## src/rtl/fcsm_params.svh

```systemverilog
// timing constants, command codes and register offsets for the flash host controller
// Behaviour
// RULE_01: sector chosen by address bits 21..16
// RULE_02: address on late fall, data on early rise
// RULE_03: host issues all command cycles as writes
// RULE_04: unlock and command addresses are don't care
// RULE_05: device reads array after power-up and completion
// RULE_06: suspended sector reads return status
// RULE_07: reset command returns to array read
// RULE_08: reset aborts erase set-up, not running erase
// RULE_09: reset aborts program set-up, not running program
// RULE_10: host writes reset to leave identification mode
// RULE_11: on error flag host writes reset
// RULE_12: identification mode answers repeated reads
// RULE_13: id word 00h maker, 01h part
// RULE_14: id word 02h gives sector protection
// RULE_15: address bit 21 picks sector half
// RULE_16: secured indicator 98h/18h or 88h/08h
// RULE_17: word program is four write cycles
// RULE_18: program completion returns to array read
// RULE_19: commands ignored while program runs
// RULE_20: programming never turns 0 into 1
// RULE_21: erase is six write cycles
// RULE_22: suspend only in sector erase; the host launches suspend only while idle, as go is dropped while busy
// RULE_23: wrong write drops device to array read
// RULE_24: suspend B0h, resume 30h
// RULE_25: suspend takes effect within 20 us
// RULE_26: unlock AAh@555h, 55h@2AAh, reset F0h
// RULE_27: ready/busy low while algorithm runs
`ifndef FCSM_PARAMS_SVH
`define FCSM_PARAMS_SVH

// flash command words
`define FCSM_UNLOCK1_ADDR   22'h000555
`define FCSM_UNLOCK2_ADDR   22'h0002AA
`define FCSM_UNLOCK1_DATA   16'h00AA
`define FCSM_UNLOCK2_DATA   16'h0055
`define FCSM_CMD_RESET      16'h00F0
`define FCSM_CMD_IDENT      16'h0090
`define FCSM_CMD_PROG       16'h00A0
`define FCSM_CMD_ERSETUP    16'h0080
`define FCSM_CMD_CHIPER     16'h0010
`define FCSM_CMD_SECTER     16'h0030
`define FCSM_CMD_SUSPEND    16'h00B0
`define FCSM_CMD_RESUME     16'h0030
`define FCSM_ID_WORD_PROT   22'h000002
`define FCSM_SECTOR_LSB     16
`define FCSM_ERR_BIT        5
`define FCSM_TOGGLE_BIT     6

// register offsets (byte addresses)
`define FCSM_REG_CTRL       12'h000
`define FCSM_REG_ADDR       12'h004
`define FCSM_REG_WDATA      12'h008
`define FCSM_REG_STATUS     12'h00C
`define FCSM_REG_RDATA      12'h010

// control register fields
`define FCSM_CTRL_GO        0
`define FCSM_CTRL_OP_LSB    4
`define FCSM_CTRL_OP_W      3

// bus timing in ns, converted to 250 MHz cycles (setup/strobe/read/hold all rounded up)
`define FCSM_CLK_NS         4
`define FCSM_T_SETUP_NS     20
`define FCSM_T_STROBE_NS    40
`define FCSM_T_HOLD_NS      20
`define FCSM_T_READ_NS      120
`define FCSM_CYC(ns)        (((ns) + `FCSM_CLK_NS - 1) / `FCSM_CLK_NS)

`endif

```

## src/rtl/fcsm_pkg.sv

```systemverilog
// types shared by the flash host controller files
package fcsm_pkg;
    // operations software can launch
    typedef enum logic [2:0] {
        OP_READ, OP_RESET, OP_PROGRAM, OP_CHIP_ERASE, OP_SECTOR_ERASE,
        OP_IDENT, OP_SUSPEND, OP_RESUME
    } fcsm_op_e;

    // one bus cycle toward the flash
    typedef struct packed {
        logic        write;
        logic [21:0] addr;
        logic [15:0] data;
    } fcsm_cycle_s;

    // flash pin group driven by the host
    typedef struct packed {
        logic        ceN;
        logic        weN;
        logic        oeN;
        logic [21:0] addr;
        logic [15:0] dq;
        logic        dqOe;
    } fcsm_pins_s;
endpackage
```

## src/rtl/fcsm_bus_cycle.sv

```systemverilog
// one asynchronous write or read cycle on the flash pins
`include "fcsm_params.svh"
module fcsm_bus_cycle (
    // clock and reset
    input  wire logic                 clk,
    input  wire logic                 reset,
    // request
    input  wire logic                 start,
    input  wire fcsm_pkg::fcsm_cycle_s cyc,
    output logic                      done,
    output logic [15:0]               rdata,
    // flash pins
    output fcsm_pkg::fcsm_pins_s      pins,
    input  wire logic [15:0]          dqIn
);
    typedef enum {PH_IDLE, PH_SETUP, PH_STROBE, PH_HOLD} fcsm_phase_e;
    localparam int SETUP_C  = `FCSM_CYC(`FCSM_T_SETUP_NS);
    localparam int STROBE_C = `FCSM_CYC(`FCSM_T_STROBE_NS);
    localparam int READ_C   = `FCSM_CYC(`FCSM_T_READ_NS);
    localparam int HOLD_C   = `FCSM_CYC(`FCSM_T_HOLD_NS);

    fcsm_phase_e          phase_ff, nxt_phase;
    logic [7:0]           cnt_ff, nxt_cnt;
    fcsm_pkg::fcsm_pins_s pins_ff, nxt_pins;
    logic                 done_ff, nxt_done;
    logic [15:0]          rdata_ff, nxt_rdata;

    // pin sequencer: the write or read strobe alone falls after address setup, and rises together with chip enable,
    // so the device latches the address on the fall and data on the rise
    always_comb begin
        nxt_phase = phase_ff;
        nxt_cnt   = cnt_ff;
        nxt_pins  = pins_ff;
        nxt_done  = 1'b0;
        nxt_rdata = rdata_ff;
        case (phase_ff)
            PH_IDLE: begin
                if (start) begin
                    nxt_pins.addr = cyc.addr;
                    nxt_pins.dq   = cyc.data;
                    nxt_pins.dqOe = cyc.write;
                    nxt_pins.ceN  = 1'b0;
                    nxt_cnt       = 8'(SETUP_C);
                    nxt_phase     = PH_SETUP;
                end
            end
            PH_SETUP: begin
                nxt_cnt = cnt_ff - 8'h01;
                if (cnt_ff <= 8'h01) begin
                    // RULE_02 address fall edge
                    nxt_pins.weN = ~pins_ff.dqOe;
                    nxt_pins.oeN = pins_ff.dqOe;
                    nxt_cnt      = pins_ff.dqOe ? 8'(STROBE_C) : 8'(READ_C);
                    nxt_phase    = PH_STROBE;
                end
            end
            PH_STROBE: begin
                nxt_cnt = cnt_ff - 8'h01;
                if (cnt_ff <= 8'h01) begin
                    // RULE_02 data rise edge
                    nxt_rdata    = dqIn;
                    nxt_pins.weN = 1'b1;
                    nxt_pins.oeN = 1'b1;
                    nxt_pins.ceN = 1'b1;
                    nxt_cnt      = 8'(HOLD_C);
                    nxt_phase    = PH_HOLD;
                end
            end
            PH_HOLD: begin
                nxt_cnt = cnt_ff - 8'h01;
                if (cnt_ff <= 8'h01) begin
                    nxt_pins.dqOe = 1'b0;
                    nxt_done      = 1'b1;
                    nxt_phase     = PH_IDLE;
                end
            end
            default: nxt_phase = PH_IDLE;
        endcase
    end

    // registers only
    always_ff @(posedge clk or posedge reset) begin
        if (reset) begin
            phase_ff <= PH_IDLE;
            cnt_ff   <= 8'h00;
            pins_ff  <= '{ceN: 1'b1, weN: 1'b1, oeN: 1'b1, addr: 22'h000000,
                           dq: 16'h0000, dqOe: 1'b0};
            done_ff  <= 1'b0;
            rdata_ff <= 16'h0000;
        end else begin
            phase_ff <= nxt_phase;
            cnt_ff   <= nxt_cnt;
            pins_ff  <= nxt_pins;
            done_ff  <= nxt_done;
            rdata_ff <= nxt_rdata;
        end
    end

    assign pins  = pins_ff;
    assign done  = done_ff;
    assign rdata = rdata_ff;
endmodule // fcsm_bus_cycle

```

## src/rtl/fcsm_host.sv

```systemverilog
// host controller: APB registers, flash command sequencer and status polling
`include "fcsm_params.svh"
module fcsm_host (
    // clock and reset
    input  wire logic        clk,
    input  wire logic        reset,
    // apb slave
    input  wire logic        psel,
    input  wire logic        penable,
    input  wire logic        pwrite,
    input  wire logic [11:0] paddr,
    input  wire logic [31:0] pwdata,
    output logic      [31:0] prdata,
    output logic             pready,
    output logic             pslverr,
    // flash pins
    output logic             flashCeN,
    output logic             flashWeN,
    output logic             flashOeN,
    output logic      [21:0] flashAddr,
    output logic      [15:0] flashDqOut,
    output logic             flashDqOe,
    input  wire logic [15:0] flashDqIn,
    input  wire logic        readyBusyIn
);
    typedef enum {S_IDLE, S_ISSUE, S_WAIT, S_POLL, S_POLLWAIT} fcsm_state_e;

    // apb-side registers
    logic [31:0] prdata_ff, nxt_prdata;
    logic        pready_ff, nxt_pready;
    logic        pslverr_ff, nxt_pslverr;
    logic [21:0] addrReg_ff, nxt_addrReg;
    logic [15:0] wdataReg_ff, nxt_wdataReg;
    logic [15:0] rdataReg_ff, nxt_rdataReg;
    logic [2:0]  op_ff, nxt_op;
    logic        errFlag_ff, nxt_errFlag;
    // sequencer
    fcsm_state_e state_ff, nxt_state;
    logic [2:0]  step_ff, nxt_step;
    logic [2:0]  last_ff, nxt_last;
    logic        start_ff, nxt_start;
    fcsm_pkg::fcsm_cycle_s cyc_ff, nxt_cyc;
    logic [15:0] prevPoll_ff, nxt_prevPoll;
    // ready/busy synchroniser
    logic [2:0]  rbSync_ff;
    logic        rbLevel_ff, nxt_rbLevel;

    logic                 cycDone;
    logic [15:0]          cycRdata;
    fcsm_pkg::fcsm_pins_s pins;
    logic                 busy;
    logic                 apbAccess;

    // build step n of the current command sequence
    function automatic fcsm_pkg::fcsm_cycle_s seqCycle(input logic [2:0] op,
                                                     input logic [2:0] n,
                                                     input logic [21:0] a,
                                                     input logic [15:0] d);
        fcsm_pkg::fcsm_cycle_s c;
        c.write = 1'b1;
        c.addr  = `FCSM_UNLOCK1_ADDR;
        c.data  = `FCSM_UNLOCK1_DATA;
        // RULE_26 unlock pattern
        if (n == 3'd1 || n == 3'd4) begin
            c.addr = `FCSM_UNLOCK2_ADDR;
            c.data = `FCSM_UNLOCK2_DATA;
        end
        case (fcsm_pkg::fcsm_op_e'(op))
            fcsm_pkg::OP_READ: begin
                c.write = 1'b0;
                c.addr  = a;
            end
            // RULE_10 reset write also leaves identification mode
            fcsm_pkg::OP_RESET:   c.data = `FCSM_CMD_RESET;
            fcsm_pkg::OP_SUSPEND: c.data = `FCSM_CMD_SUSPEND;
            fcsm_pkg::OP_RESUME:  c.data = `FCSM_CMD_RESUME;
            fcsm_pkg::OP_IDENT:   if (n == 3'd2) c.data = `FCSM_CMD_IDENT;
            fcsm_pkg::OP_PROGRAM: begin
                // RULE_17 four write cycles
                if (n == 3'd2) c.data = `FCSM_CMD_PROG;
                if (n == 3'd3) begin
                    c.addr = a;
                    c.data = d;
                end
            end
            default: begin
                // RULE_21 six write cycles
                if (n == 3'd2) c.data = `FCSM_CMD_ERSETUP;
                if (n == 3'd5) begin
                    c.addr = (fcsm_pkg::fcsm_op_e'(op) == fcsm_pkg::OP_SECTOR_ERASE) ? a
                             : `FCSM_UNLOCK1_ADDR;
                    c.data = (fcsm_pkg::fcsm_op_e'(op) == fcsm_pkg::OP_SECTOR_ERASE)
                             ? `FCSM_CMD_SECTER : `FCSM_CMD_CHIPER;
                end
            end
        endcase
        return c;
    endfunction

    // number of cycles minus one per operation
    function automatic logic [2:0] seqLast(input logic [2:0] op);
        case (fcsm_pkg::fcsm_op_e'(op))
            fcsm_pkg::OP_PROGRAM:      return 3'd3;
            fcsm_pkg::OP_IDENT:        return 3'd2;
            fcsm_pkg::OP_CHIP_ERASE:   return 3'd5;
            fcsm_pkg::OP_SECTOR_ERASE: return 3'd5;
            default:                   return 3'd0;
        endcase
    endfunction

    fcsm_bus_cycle u_cycle (
        .clk   (clk),
        .reset (reset),
        .start (start_ff),
        .cyc   (cyc_ff),
        .done  (cycDone),
        .rdata (cycRdata),
        .pins  (pins),
        .dqIn  (flashDqIn)
    );
    assign busy      = (state_ff != S_IDLE);
    assign apbAccess = psel && penable && !pready_ff;
    // apb register file; a write of go while busy is dropped
    always_comb begin
        nxt_prdata   = prdata_ff;
        nxt_pready   = 1'b0;
        nxt_pslverr  = 1'b0;
        nxt_addrReg  = addrReg_ff;
        nxt_wdataReg = wdataReg_ff;
        nxt_op       = op_ff;
        // RULE_11 an error seen while polling turns the operation into a reset
        if (state_ff == S_POLLWAIT && cycDone && step_ff != 3'd0 && cycRdata[`FCSM_ERR_BIT] &&
            cycRdata[`FCSM_TOGGLE_BIT] != prevPoll_ff[`FCSM_TOGGLE_BIT])
            nxt_op = 3'(fcsm_pkg::OP_RESET);
        if (apbAccess) begin
            nxt_pready = 1'b1;
            case (paddr)
                `FCSM_REG_CTRL:   nxt_prdata = {25'h0000000, op_ff, 4'h0};
                `FCSM_REG_ADDR:   nxt_prdata = {10'h000, addrReg_ff};
                `FCSM_REG_WDATA:  nxt_prdata = {16'h0000, wdataReg_ff};
                `FCSM_REG_STATUS: nxt_prdata = {29'h00000000, rbLevel_ff, errFlag_ff, busy};
                `FCSM_REG_RDATA:  nxt_prdata = {16'h0000, rdataReg_ff};
                default: begin
                    nxt_prdata  = 32'h00000000;
                    nxt_pslverr = 1'b1;
                end
            endcase
            if (pwrite) begin
                case (paddr)
                    `FCSM_REG_CTRL:  if (!busy) nxt_op = pwdata[`FCSM_CTRL_OP_LSB +: `FCSM_CTRL_OP_W];
                    `FCSM_REG_ADDR:  nxt_addrReg  = pwdata[21:0];
                    `FCSM_REG_WDATA: nxt_wdataReg = pwdata[15:0];
                    default:         nxt_addrReg  = addrReg_ff;
                endcase
            end
        end
    end

    // command sequencer; program and erase are followed by toggle polling
    always_comb begin
        nxt_state    = state_ff;
        nxt_step     = step_ff;
        nxt_last     = last_ff;
        nxt_start    = 1'b0;
        nxt_cyc      = cyc_ff;
        nxt_prevPoll = prevPoll_ff;
        nxt_errFlag  = errFlag_ff;
        nxt_rdataReg = rdataReg_ff;
        case (state_ff)
            S_IDLE: begin
                if (apbAccess && pwrite && paddr == `FCSM_REG_CTRL && pwdata[`FCSM_CTRL_GO]) begin
                    nxt_step    = 3'd0;
                    nxt_last    = seqLast(pwdata[`FCSM_CTRL_OP_LSB +: `FCSM_CTRL_OP_W]);
                    nxt_errFlag = 1'b0;
                    nxt_state   = S_ISSUE;
                end
            end
            S_ISSUE: begin
                // RULE_03 sequence cycles are writes, except the single read cycle of a read operation
                nxt_cyc   = seqCycle(op_ff, step_ff, addrReg_ff, wdataReg_ff);
                nxt_start = 1'b1;
                nxt_state = S_WAIT;
            end
            S_WAIT: begin
                if (cycDone) begin
                    nxt_rdataReg = cycRdata;
                    if (step_ff != last_ff) begin
                        nxt_step  = step_ff + 3'd1;
                        nxt_state = S_ISSUE;
                    end else if (op_ff == 3'(fcsm_pkg::OP_PROGRAM) ||
                                 op_ff == 3'(fcsm_pkg::OP_CHIP_ERASE) ||
                                 op_ff == 3'(fcsm_pkg::OP_SECTOR_ERASE)) begin
                        // status polling restarts its two-read compare
                        nxt_step     = 3'd0;
                        nxt_state    = S_POLL;
                    end else begin
                        nxt_state = S_IDLE;
                    end
                end
            end
            S_POLL: begin
                nxt_cyc   = '{write: 1'b0, addr: addrReg_ff, data: 16'h0000};
                nxt_start = 1'b1;
                nxt_state = S_POLLWAIT;
            end
            S_POLLWAIT: begin
                if (cycDone) begin
                    nxt_prevPoll = cycRdata;
                    nxt_rdataReg = cycRdata;
                    if (step_ff == 3'd0) begin
                        // the first read only primes the compare; a stale word could fake done
                        nxt_step  = 3'd1;
                        nxt_state = S_POLL;
                    end else if (cycRdata[`FCSM_TOGGLE_BIT] == prevPoll_ff[`FCSM_TOGGLE_BIT]) begin
                        // toggle stopped: algorithm done
                        nxt_state = S_IDLE;
                    end else if (cycRdata[`FCSM_ERR_BIT]) begin
                        // RULE_11 reset after error; op turns to reset in the register block
                        nxt_errFlag = 1'b1;
                        nxt_step    = 3'd0;
                        nxt_last    = 3'd0;
                        nxt_state   = S_ISSUE;
                    end else begin
                        nxt_state = S_POLL;
                    end
                end
            end
            default: nxt_state = S_IDLE;
        endcase
    end

    // registers only; ready/busy passes three flops, level taken when the last two agree
    always_ff @(posedge clk or posedge reset) begin
        if (reset) begin
            prdata_ff   <= 32'h00000000;
            pready_ff   <= 1'b0;
            pslverr_ff  <= 1'b0;
            addrReg_ff  <= 22'h000000;
            wdataReg_ff <= 16'h0000;
            rdataReg_ff <= 16'h0000;
            op_ff       <= 3'h0;
            errFlag_ff  <= 1'b0;
            state_ff    <= S_IDLE;
            step_ff     <= 3'h0;
            last_ff     <= 3'h0;
            start_ff    <= 1'b0;
            cyc_ff      <= '0;
            prevPoll_ff <= 16'h0000;
            rbSync_ff   <= 3'h7;
            rbLevel_ff  <= 1'b1;
        end else begin
            prdata_ff   <= nxt_prdata;
            pready_ff   <= nxt_pready;
            pslverr_ff  <= nxt_pslverr;
            addrReg_ff  <= nxt_addrReg;
            wdataReg_ff <= nxt_wdataReg;
            rdataReg_ff <= nxt_rdataReg;
            op_ff       <= nxt_op;
            errFlag_ff  <= nxt_errFlag;
            state_ff    <= nxt_state;
            step_ff     <= nxt_step;
            last_ff     <= nxt_last;
            start_ff    <= nxt_start;
            cyc_ff      <= nxt_cyc;
            prevPoll_ff <= nxt_prevPoll;
            rbSync_ff   <= {rbSync_ff[1:0], readyBusyIn};
            rbLevel_ff  <= nxt_rbLevel;
        end
    end
    // accept a ready/busy change only once two stages agree
    assign nxt_rbLevel = (rbSync_ff[2] == rbSync_ff[1]) ? rbSync_ff[2] : rbLevel_ff;
    assign prdata     = prdata_ff;
    assign pready     = pready_ff;
    assign pslverr    = pslverr_ff;
    assign flashCeN   = pins.ceN;
    assign flashWeN   = pins.weN;
    assign flashOeN   = pins.oeN;
    assign flashAddr  = pins.addr;
    assign flashDqOut = pins.dq;
    assign flashDqOe  = pins.dqOe;
endmodule // fcsm_host

```

## config.mk

```make
export PLATFORM = sky130hd
export DESIGN_NAME = fcsm_host
export DESIGN_NICKNAME = d
export VERILOG_FILES = /design/src/rtl/fcsm_pkg.sv /design/src/rtl/fcsm_bus_cycle.sv /design/src/rtl/fcsm_host.sv
export VERILOG_INCLUDE_DIRS = /design/src /design/src/rtl
export SDC_FILE = /design/constraint.sdc
export NUM_CORES = 1
export LEC_CHECK = 0
export ABC_AREA = 1
export BUFFER_PORTS_ARGS = -buffer_cell sky130_fd_sc_hd__buf_2
export CORE_ASPECT_RATIO = 2
export CORE_UTILIZATION = 50
export DETAILED_ROUTE_END_ITERATION = 8
export PLACE_DENSITY = 0.82
export REMOVE_ABC_BUFFERS = 1
export SLEW_MARGIN = 20
export SYNTH_ARGS = -nofsm -noshare
export SYNTH_HDL_FRONTEND = slang
export SYNTH_SLANG_ARGS = --single-unit
```

## constraint.sdc

```tcl
create_clock -name clk -period 6.18 [get_ports clk]
set_input_delay 0.618 -clock clk [delete_from_list [all_inputs] [get_ports clk]]
set_output_delay 0.618 -clock clk [all_outputs]
set_load 0.01 [all_outputs]
```

==> impl_metrics.env, run 1 <==
export IMPL_crit_slowest_cell="nor3_4"
export IMPL_die_area_sq_um=19560
export IMPL_netlist_area_sq_um=9488
export IMPL_crit_path_max_incr_delay_ns=0.86
export IMPL_drive_gt1_frac=0.1672
export IMPL_ys_ff_latch=205
export IMPL_async_flop_share=1.000
export IMPL_setup_viol=0
export IMPL_crit_type="primary input to register"
export IMPL_cp_required_ns=6.57
export IMPL_antenna_found_initial=1
export IMPL_status="completed"
export IMPL_cts_inserted_buffers=19
export IMPL_synth_main_ff_cell="dfrtp_1"
export IMPL_cts_tree="yes"
export IMPL_synth_seq_area_share=0.5416
export IMPL_rsz0062_at_grt="false"
export IMPL_combinationalPowerShare=0.029
export IMPL_grt_start_max_net_pins=145
export IMPL_cts_resized=0
export IMPL_drt_wl_total_um=23080
export IMPL_cts_setup_buffers=0
export IMPL_reg2reg_to="cyc_ff[27]"
export IMPL_fin_ws_ns=3.598
export IMPL_finClkSkew_ns=0.01313
export IMPL_fin_cells=1455
export IMPL_reg2reg_depth=5
export IMPL_postCtsHoldBufs=0
export IMPL_avgSynthCellArea_sq_um=8.486
export IMPL_dp_slack_ns=3.176
export IMPL_pin_count=142
export IMPL_worstPathMaxFanout=38
export IMPL_hold_violations=0
export IMPL_utilization=0.5864
export IMPL_path_cells="buf_2 -> nor2_2 -> nand2_4 -> nor3_4 -> nand2_2 -> o21ai_0"
export IMPL_root_buffer="clkbuf_16"
export IMPL_clock_fmax_mhz=387.3
export IMPL_track_usage=0.2436
export IMPL_period_needed_ns=2.582
export IMPL_clock_latency_ns=0.50
export IMPL_die_y_um=196.8
export IMPL_synthDistinctLibCells=42
export IMPL_crit_path_start_kind="primary input"
export IMPL_syn_to_final_growth_pct=13.67
export IMPL_crit_path_end="addrReg_ff[10]"
export IMPL_holdWs_ns=0.2245
export IMPL_hpwl_um=16380
export IMPL_portBuffers=121
export IMPL_synth_edff_count=0
export IMPL_rows=70
export IMPL_reg2reg_slack_ns=3.64
export IMPL_drc_errors=0
export IMPL_overflow=0
export IMPL_hp_start="readyBusyIn"
export IMPL_timing_rr_start="state_ff[2]"
export IMPL_maxCapViolations=0
export IMPL_fin_crit_sh=0.4178
export IMPL_place_inst=1420
export IMPL_dieWidth_um=99.41
export IMPL_core_area_sq_um=18390
export IMPL_power_switching_w=0.0005590
export IMPL_cts_sinks=205
export IMPL_internal_power_w=0.002022
export IMPL_cts_reportedPaths_clkPinSlew_ns=0.06
export IMPL_min_path_type="primary input to register"
export IMPL_p_per_area_nw_per_um2=239.3
export IMPL_p_sw_frac=0.2166
export IMPL_drt_iter0_drc=427
export IMPL_start_util=0.5159
export IMPL_yosysWarningCount=0
export IMPL_nets=1303
export IMPL_max_slew_margin=0.2716
export IMPL_wl_per_cell_um=15.86
export IMPL_grt_pass1_vias=7606
export IMPL_gp_congestion=0.8945
export IMPL_vias_per_cell=5.388
export IMPL_leakage_nw=5.652
export IMPL_crit_arrival_ns=2.97
export IMPL_peakVddDrop_v=0.0001823
export IMPL_ant_nets=0
export IMPL_clock_power_share=0.449
export IMPL_cts_buffer_depth=3
export IMPL_drt_pass1_iter_count=5
export IMPL_tightest_slew_ns=1.086
export IMPL_h_tree_depth=1
export IMPL_seqPwrFrac=0.522
export IMPL_grt_pass1_wl_um=37520
export IMPL_cp_startpoint="paddr[11]"
export IMPL_maxSlewViolCount=0
export IMPL_syn_inst=1118
export IMPL_crit_path_end_kind="register"
export IMPL_vias=7840
==> per-stage QoR <==
stage / power [W] / area [sq um] / TNS, ns
2_1_floorplan: 0.001409 / 9263 / -4.393
3_3_place_gp: 0.001446 / 10160 / 0
3_5_place_dp: 0.001447 / 10160 / 0
4_1_cts: 0.002606 / 10780 / 0
5_1_grt: 0.002661 / 10790 / 0
6_report: 0.002581 / 10790 / 0
==> cell families (layout without fill, tap and decap cells) <==
| logic type | Yosys count | in the layout | share of synthesized area |
|---|---|---|---|
| simple gates | 529 | 529 | 0.2401 |
| flops | 205 | 205 | 0.5416 |
| compound gates | 190 | 190 | 0.1051 |
| buf+inv | 158 | 269 | 0.07161 |
| mux | 15 | 15 | 0.01780 |
| fa+ha+maj | 13 | 13 | 0.01688 |
| xor+xnor | 7 | 7 | 0.006462 |
| other cells | 1 | 11 | 0.0003952 |
==> worst max-delay path: cells and delay by family <==
family	cells	cell delay (ns)
compound gates	1	0.39
simple gates	4	1.83
buf+inv	1	0.10
==> registers in the layout, summed over array words and instances, names as in the netlist, 2 cells and up <==
| register | cells |
|---|---|
| u_cycle.pins | 42 |
| cyc_ff | 39 |
| addrReg_ff | 22 |
| prdata | 22 |
| rdataReg_ff | 16 |
| u_cycle.rdata | 16 |
| wdataReg_ff | 16 |
| u_cycle.cnt_ff | 8 |
| last_ff | 3 |
| op_ff | 3 |
| rbSync_ff | 3 |
| state_ff | 3 |
| step_ff | 3 |
| u_cycle.phase_ff | 2 |
==> Yosys cell counts (11+ instances only) <==
cell | n | share of area
a21oi_1 | 16 | 0.0084
buf_2 | 12 | 0.0063
buf_4 | 11 | 0.0087
clkbuf_1 | 18 | 0.0071
dfrtp_1 | 198 | 0.52
ha_1 | 12 | 0.016
inv_1 | 107 | 0.042
mux2_2 | 15 | 0.018
nand2_1 | 352 | 0.14
nand3_1 | 90 | 0.047
nor2_1 | 45 | 0.018
o21ai_0 | 132 | 0.070
o21ai_1 | 22 | 0.012
==> per-layer routing <==
| layer | vias up | global-route usage | share of wire |
|---|---|---|---|
| met5 | - | 0 | 0 |
| met4 | 0 | 0.1503 | 0.063 |
| met3 | 79 | 0.02589 | 0.044 |
| met2 | 238 | 0.4249 | 0.51 |
| met1 | 3723 | 0.2847 | 0.39 |
| li1 | 3800 | - | - |
==> cell type report <==
type | instances | area [sq um]
Clock buffer | 25 | 538.0
Multi-Input combinational cell | 764 | 3711
Timing Repair Buffer | 123 | 620.6
Clock inverter | 9 | 76.32
Fill cell | 1633 | 7607
Antenna cell | 1 | 2.502
Inverter | 112 | 427.9
Sequential cell | 205 | 5139
Tap cell | 216 | 270.3
==> power by group through the flow <==
stage / Clock, W / Combinational (W) / Sequential [W]
2_1_floorplan: 0 / 0.0000370 / 0.00137
3_3_place_gp: 0 / 0.0000735 / 0.00137
3_5_place_dp: 0 / 0.0000749 / 0.00137
4_1_cts: 0.00118 / 0.0000751 / 0.00135
5_1_grt: 0.00123 / 0.0000833 / 0.00135
6_report: 0.00116 / 0.0000740 / 0.00135
==> how the worst min path moves through the flow <==
stage,to,depth (start not counted)
after global routing,rbSync_ff[0],1
final,rbSync_ff[0],1
after floorplan,rbSync_ff[1],0
after CTS,rbSync_ff[0],1
after global placement,rbSync_ff[1],0
after detailed placement,rbSync_ff[1],0
==> layout by cell type (no fill, tap or decap), drive strengths merged, types with 15 or more instances in the layout <==
| cell type | netlist | routed |
|---|---|---|
| nand3 | 92 | 92 |
| mux2 | 15 | 15 |
| nand2 | 358 | 358 |
| inv | 110 | 111 |
| a21oi | 16 | 16 |
| buf | 28 | 123 |
| nor2 | 57 | 57 |
| o21ai | 154 | 154 |
| clkbuf | 18 | 25 |
| dfrtp | 198 | 198 |
Power figures use the tool's default switching activity.
==> run 2, diff against run 1 <==
--- a/config.mk
+++ b/config.mk
@@ -11,7 +11,7 @@
 export CORE_ASPECT_RATIO = 2
 export CORE_UTILIZATION = 50
 export DETAILED_ROUTE_END_ITERATION = 8
-export PLACE_DENSITY = 0.82
+export PLACE_DENSITY = 0.79
 export REMOVE_ABC_BUFFERS = 1
 export SLEW_MARGIN = 20
 export SYNTH_ARGS = -nofsm -noshare
==> constraint.sdc (replaced) <==
create_clock -name clk -period 2.6 [get_ports clk]
set_input_delay 0.26 -clock clk [delete_from_list [all_inputs] [get_ports clk]]
set_output_delay 0.26 -clock clk [all_outputs]
set_load 0.01 [all_outputs]
==> run 2 against run 1 <==
Net effect: worst setup slack worse by 3.2 ns; non-clock buffer count is 28 higher; sequential cell count stayed put; sequential share of layout area is 0.97 points lower; register-to-register slack worse by 3.3 ns; power is 130% higher; sequential power is 140% higher; clock skew is 0.0095 ns higher; final cell count is 1.7% higher; wire length is 0.47% lower; critical endpoint is now cyc_ff[30]; largest cell class unchanged; highest routed layer unchanged.
==> impl_metrics.env, run 2 (synthesized netlist as in run 1, its figures left out) <==
export IMPL_maxSlewViolCount=0
export IMPL_fin_crit_sh=0.8593
export IMPL_die_area_sq_um=19560
export IMPL_rsz0062_at_grt="false"
export IMPL_timing_setup_tns_ns=0
export IMPL_rows=70
export IMPL_grt_pass1_wl_um=37610
export IMPL_p_sw_frac=0.2238
export IMPL_crit_type="register to register"
export IMPL_cts_sinks=205
export IMPL_cts_inserted_buffers=18
export IMPL_track_usage=0.2436
export IMPL_dpl_cell_area_sq_um=10290
export IMPL_ant_nets=0
export IMPL_internal_power_w=0.004665
export IMPL_syn_to_final_growth_pct=16.05
export IMPL_tightest_slew_ns=0.8431
export IMPL_design_area_sq_um=11010
export IMPL_drive_gt1_frac=0.1734
export IMPL_cts_reportedPaths_clkPinSlew_ns=0.08
export IMPL_power_switching_w=0.001345
export IMPL_wl_per_cell_um=15.52
export IMPL_crit_path_max_incr_delay_ns=0.42
export IMPL_multi_input_area_sq_um=3706
export IMPL_portBuffers=121
export IMPL_drc_errors=0
export IMPL_regArea_sq_um=5139
export IMPL_seqPwrFrac=0.532
export IMPL_maxCapViolations=0
export IMPL_max_slew_margin=0.4358
export IMPL_cts_setup_buffers=0
export IMPL_vias=7904
export IMPL_vias_per_cell=5.341
export IMPL_cts_tree="yes"
export IMPL_p_per_area_nw_per_um2=545.8
export IMPL_period_needed_ns=2.234
export IMPL_nets=1330
export IMPL_drt_pass1_iter_count=5
export IMPL_crit_top_cell="ha_1"
export IMPL_h_tree_depth=1
export IMPL_final_fill_count=1640
export IMPL_clock_latency_ns=0.49
export IMPL_crit_arrival_ns=2.59
export IMPL_crit_path_start_kind="register"
export IMPL_cts_buffer_depth=3
export IMPL_clock_power_share=0.434
export IMPL_worstPathMaxFanout=12
export IMPL_clock_fmax_mhz=447.6
export IMPL_die_y_um=196.8
export IMPL_setup_viol=0
export IMPL_min_path_type="primary input to register"
export IMPL_hold_violations=0
export IMPL_core_area_sq_um=18390
export IMPL_root_buffer="clkbuf_16"
export IMPL_overflow=0
export IMPL_drt_wl_total_um=22970
export IMPL_combinationalPowerShare=0.033
export IMPL_hpwl_um=16710
export IMPL_dieWidth_um=99.41
export IMPL_largest_reg_flops=42
export IMPL_path_cells="ha_1 -> ha_1 -> inv_1 -> nor2_4 -> nor2_2 -> nand3_2 -> nand3_1 -> o21ai_0"
export IMPL_crit_path_end_kind="register"
export IMPL_crit_slowest_cell="dfrtp_1"
export IMPL_cp_required_ns=2.95
export IMPL_pin_count=142
export IMPL_gp_congestion=0.9109
export IMPL_antenna_found_initial=1
export IMPL_status="completed"
export IMPL_leakage_nw=5.755
export IMPL_grt_start_max_net_pins=77
export IMPL_final_common_cell="nand2_1"
export IMPL_peakVddDrop_v=0.0004700
export IMPL_start_util=0.5159
export IMPL_grt_pass1_vias=7632
export IMPL_mostFrequentLayoutCells="nand2_1, dfrtp_1, o21ai_0"
export IMPL_finClkSkew_ns=0.02265
export IMPL_drt_iter0_drc=478
## run 2: routing by layer
layer / GRT usage / up-vias / part of all wire
li1: - / 3847 / -
met1: 0.2864 / 3699 / 0.39
met2: 0.4329 / 285 / 0.51
met3: 0.02518 / 73 / 0.050
met4: 0.1302 / 0 / 0.051
met5: 0 / - / 0
## run 2: worst paths after layout
path | from | cells after the start | slack, ns | to
max | step_ff[0] | 8 | 0.37 | cyc_ff[30]
min | pwdata[18] | 3 | 0.009 | addrReg_ff[18]
max reg2reg | step_ff[0] | 8 | 0.37 | cyc_ff[30]
min reg2reg | rbSync_ff[1] | 0 | 0.37 | rbSync_ff[2]
max in group asynchronous | reset | 4 | 1.44 | addrReg_ff[7]
min in group asynchronous | reset | 3 | 0.39 | u_cycle.pins[3]
## run 2: power by group through the flow
stage          clock [W]  combinational, W  sequential (W)
2_1_floorplan          0         0.0000881         0.00326
5_1_grt          0.00277          0.000224         0.00320
6_report         0.00261          0.000201         0.00320
3_3_place_gp           0          0.000184         0.00326
4_1_cts          0.00264          0.000204         0.00320
3_5_place_dp           0          0.000187         0.00326
## run 2: worst max-delay path: cells and delay by family, from the launching register on
kind,cells,cell delay (ns)
AND/OR/NAND/NOR,4,0.88
flip-flops,1,0.42
AO/OA/AOI/OAI,1,0.10
buffers and inverters,1,0.27
adder cells (fa/ha/maj),2,0.42
## run 2: through the flow
step | hold WS [ns] | instances | utilization | setup slack, ns | total power (W)
global route | 0.01461 | 1480 | 0.5986 | 0.1923 | 0.006193
global placement | 0.3458 | 1433 | 0.5593 | 0.4677 | 0.003445
finish | 0.008502 | 1480 | 0.5986 | 0.3659 | 0.006010
detailed placement | 0.3549 | 1433 | 0.5593 | 0.4232 | 0.003448
CTS | 0.004163 | 1479 | 0.5985 | 0.3945 | 0.006047
floorplan | 0.2645 | 1081 | - | -3.244 | 0.003350
## run 2: timing repair
item                                   in CTS  in global routing
hold buffers                               15                  0
gates resized for setup                     0                  0
endpoints found under the hold margin      86                  0
## run 2: cell type report
type	instances	share of cell area
Antenna cell	1	0.0002273
Multi-Input combinational cell	764	0.3366
Inverter	112	0.03886
Clock inverter	10	0.006250
Timing Repair Buffer	151	0.08114
Tap cell	216	0.02455
Sequential cell	205	0.4667
Clock buffer	21	0.04568
==> run 3, diff against run 2 <==
--- a/config.mk
+++ b/config.mk
@@ -6,12 +6,12 @@
 export SDC_FILE = /design/constraint.sdc
 export NUM_CORES = 1
 export LEC_CHECK = 0
-export ABC_AREA = 1
+export ABC_AREA = 0
 export BUFFER_PORTS_ARGS = -buffer_cell sky130_fd_sc_hd__buf_2
 export CORE_ASPECT_RATIO = 2
 export CORE_UTILIZATION = 50
 export DETAILED_ROUTE_END_ITERATION = 8
-export PLACE_DENSITY = 0.79
+export PLACE_DENSITY = 0.8
 export REMOVE_ABC_BUFFERS = 1
 export SLEW_MARGIN = 20
 export SYNTH_ARGS = -nofsm -noshare
==> run 3 against run 2 <==
Net effect: the run now ends with design-rule violations left; synthesized area fell by 2.3%; sequential power rose by 19%; critical path type unchanged; count of clock-buffer cells in the layout increased by 4; clock power up 8.8%; sequential share of layout area rose by 0.73 points; highest routed layer is now met5; final cell count is 23% lower; critical endpoint is now u_cycle.rdata[14]; global-route usage is 0.13 points higher; via count is 13% lower; first-iteration DRC count is 3.8% lower.
==> impl_metrics.env, run 3 <==
export IMPL_status="complete, but fails checks"
export IMPL_violations="design-rule violations"
export IMPL_peakVddDrop_v=0.0004368
export IMPL_ys_ff_latch=205
export IMPL_portBuffers=121
export IMPL_maxSlewViolCount=0
export IMPL_syn_inst=789
export IMPL_yosysWarningCount=0
export IMPL_async_flop_share=1.000
export IMPL_min_path_type="primary input to register"
export IMPL_synthDistinctLibCells=66
export IMPL_max_slew_margin=0.6408
export IMPL_overflow=0
export IMPL_timing_rr_start="u_cycle.cnt_ff[2]"
export IMPL_largest_reg_flops=42
export IMPL_crit_path_end_kind="register"
export IMPL_dp_slack_ns=0.2822
export IMPL_rows=70
export IMPL_wl_per_cell_um=20.06
export IMPL_maxCapViolations=0
export IMPL_use_met1=0.2663
export IMPL_track_usage=0.2449
export IMPL_grt_start_max_net_pins=75
export IMPL_use_met3=0.03524
export IMPL_cts_setup_buffers=0
export IMPL_leakage_nw=5.194
export IMPL_syn_to_final_growth_pct=16.91
export IMPL_antenna_found_initial=1
export IMPL_drive_gt1_frac=0.3258
export IMPL_cp_required_ns=2.98
export IMPL_vias_per_cell=6.042
export IMPL_path_buf_inv=1
export IMPL_root_buffer="clkbuf_16"
export IMPL_yosys_top_cells_count="dfrtp_1, mux2_2, o21ai_0, nand2_1, clkbuf_1"
export IMPL_pin_count=142
export IMPL_grt_pass1_wl_um=37050
export IMPL_mostFrequentLayoutCells="dfrtp_1, buf_2, mux2_2"
export IMPL_hpwl_um=16150
export IMPL_cp_startpoint="u_cycle.cnt_ff[2]"
export IMPL_synth_edff_count=0
export IMPL_drt_wl_total_um=22870
export IMPL_cts_sinks=205
export IMPL_die_area_sq_um=19130
export IMPL_cts_buffer_depth=3
export IMPL_crit_arrival_ns=2.71
export IMPL_crit_path_start_kind="register"
export IMPL_tightest_slew_ns=0.5388
export IMPL_cts_reportedPaths_clkPinSlew_ns=0.07
export IMPL_power_w=0.008339
export IMPL_synth_top_cell_by_area="dfrtp_1"
export IMPL_cts_inserted_buffers=18
export IMPL_crit_type="register to register"
export IMPL_fin_crit_sh=0.8991
export IMPL_core_area_sq_um=18220
export IMPL_avgSynthCellArea_sq_um=11.75
export IMPL_synth_top_area_share=0.5343
export IMPL_grt_pass1_vias=7218
export IMPL_gp_congestion=0.9137
export IMPL_path_cells="or4_4 -> nor4_2 -> nand2_1 -> buf_4 -> mux2_2"
export IMPL_fin_ws_ns=0.2623
export IMPL_setup_viol=0
export IMPL_yosysMostFrequentCell="dfrtp_1"
export IMPL_final_common_cell="dfrtp_1"
export IMPL_drt_iter0_drc=460
export IMPL_start_util=0.5090
export IMPL_synth_area_top_cells="dfrtp_1, mux2_2, a22o_1"
export IMPL_h_tree_depth=1
export IMPL_netlist_area_sq_um=9273
export IMPL_clock_latency_ns=0.49
export IMPL_drc_errors=11
export IMPL_dieWidth_um=98.30
export IMPL_period_needed_ns=2.338
export IMPL_diodes=0
export IMPL_grt_use_met2=0.4541
export IMPL_ant_nets=0
export IMPL_drt_pass1_iter_count=8
export IMPL_finClkSkew_ns=0.02181
export IMPL_crit_slowest_cell="or4_4"
export IMPL_die_y_um=194.6
export IMPL_worstPathMaxFanout=9
export IMPL_vias=6888
export IMPL_synth_seq_area_share=0.5542
export IMPL_hold_violations=0
export IMPL_cts_tree="yes"
export IMPL_rsz0062_at_grt="false"
export IMPL_hp_start="flashDqIn[12]"
export IMPL_top_usage_layer="met2"
export IMPL_nets=990
export IMPL_clock_fmax_mhz=427.8
export IMPL_synth_main_ff_cell="dfrtp_1"
export IMPL_p_per_area_nw_per_um2=769.2
export IMPL_crit_path_max_incr_delay_ns=0.54
export IMPL_path_delay_family="simple AND/OR/NAND/NOR gates"
==> run 3: cell types whose count changed after synthesis, sizes merged, moves of 22 or more <==
cell | before | now
a22o | 0 | 33
a22oi | 1 | 25
clkbuf | 18 | 40
inv | 110 | 29
mux2 | 15 | 105
nand2 | 358 | 46
nand3 | 92 | 11
nor2 | 57 | 28
o21ai | 154 | 55
==> run 3: stage by stage <==
stage	cell area (sq um)	setup TNS, ns	hold WS, ns	std cells	util
2_1_floorplan	9042	-656.23	0.2645	741	-
3_3_place_gp	10160	0	0.3541	1103	0.5576
3_5_place_dp	10160	0	0.3536	1103	0.5576
4_1_cts	10840	0	0.001999	1140	0.5951
5_1_grt	10840	0	0.0008026	1140	0.5951
6_report	10840	0	0.01077	1140	0.5951
==> run 3: per-layer routing <==
metal,up-vias,wire (um)
met5,-,13
met4,2,1067
met3,79,1121
met2,264,12420
met1,3425,8254
li1,3118,-
==> run 3: final timing paths <==
path | endpoint | slack [ns] | cells past startpoint
min in group asynchronous | u_cycle.pins[6] | 0.38 | 3
worst min-delay path | u_cycle.rdata[12] | 0.01 | 2
max in group asynchronous | u_cycle.pins[41] | 1.46 | 4
worst max register to register | u_cycle.rdata[14] | 0.26 | 5
worst max-delay path | u_cycle.rdata[14] | 0.26 | 5
worst min register to register | rbSync_ff[1] | 0.36 | 0
==> run 3: final cells by class <==
type / count / area (sq um)
Clock buffer: 25 / 506.7
Clock inverter: 7 / 126.4
Tap cell: 216 / 270.3
Multi-Input combinational cell: 507 / 3801
Sequential cell: 205 / 5139
Timing Repair Buffer: 151 / 880.8
Fill cell: 1481 / 7377
Inverter: 29 / 116.4
==> run 3: logic make-up after synthesis <==
| kind of cell | after synthesis | synth area share |
|---|---|---|
| AO/OA/AOI/OAI | 217 | 0.1623 |
| XOR/XNOR | 4 | 0.003778 |
| adder cells (fa/ha/maj) | 13 | 0.01727 |
| buffers and inverters | 86 | 0.04021 |
| flip-flops | 205 | 0.5542 |
| multiplexers | 111 | 0.1340 |
| other | 1 | 0.0004044 |
| AND/OR/NAND/NOR | 152 | 0.08784 |
==> run 3: power by group <==
group          switching (W)  total (W)  internal, W
Combinational       0.000980    0.00169     0.000714
Sequential          0.000267    0.00380      0.00354
Clock                0.00117    0.00284      0.00168
Total                0.00241    0.00834      0.00592
==> run 3: repair_timing <==
item                                   4_1_cts  5_1_grt
resized for setup                            0        0
hold buffers                                 5        0
endpoints found under the hold margin       74        0
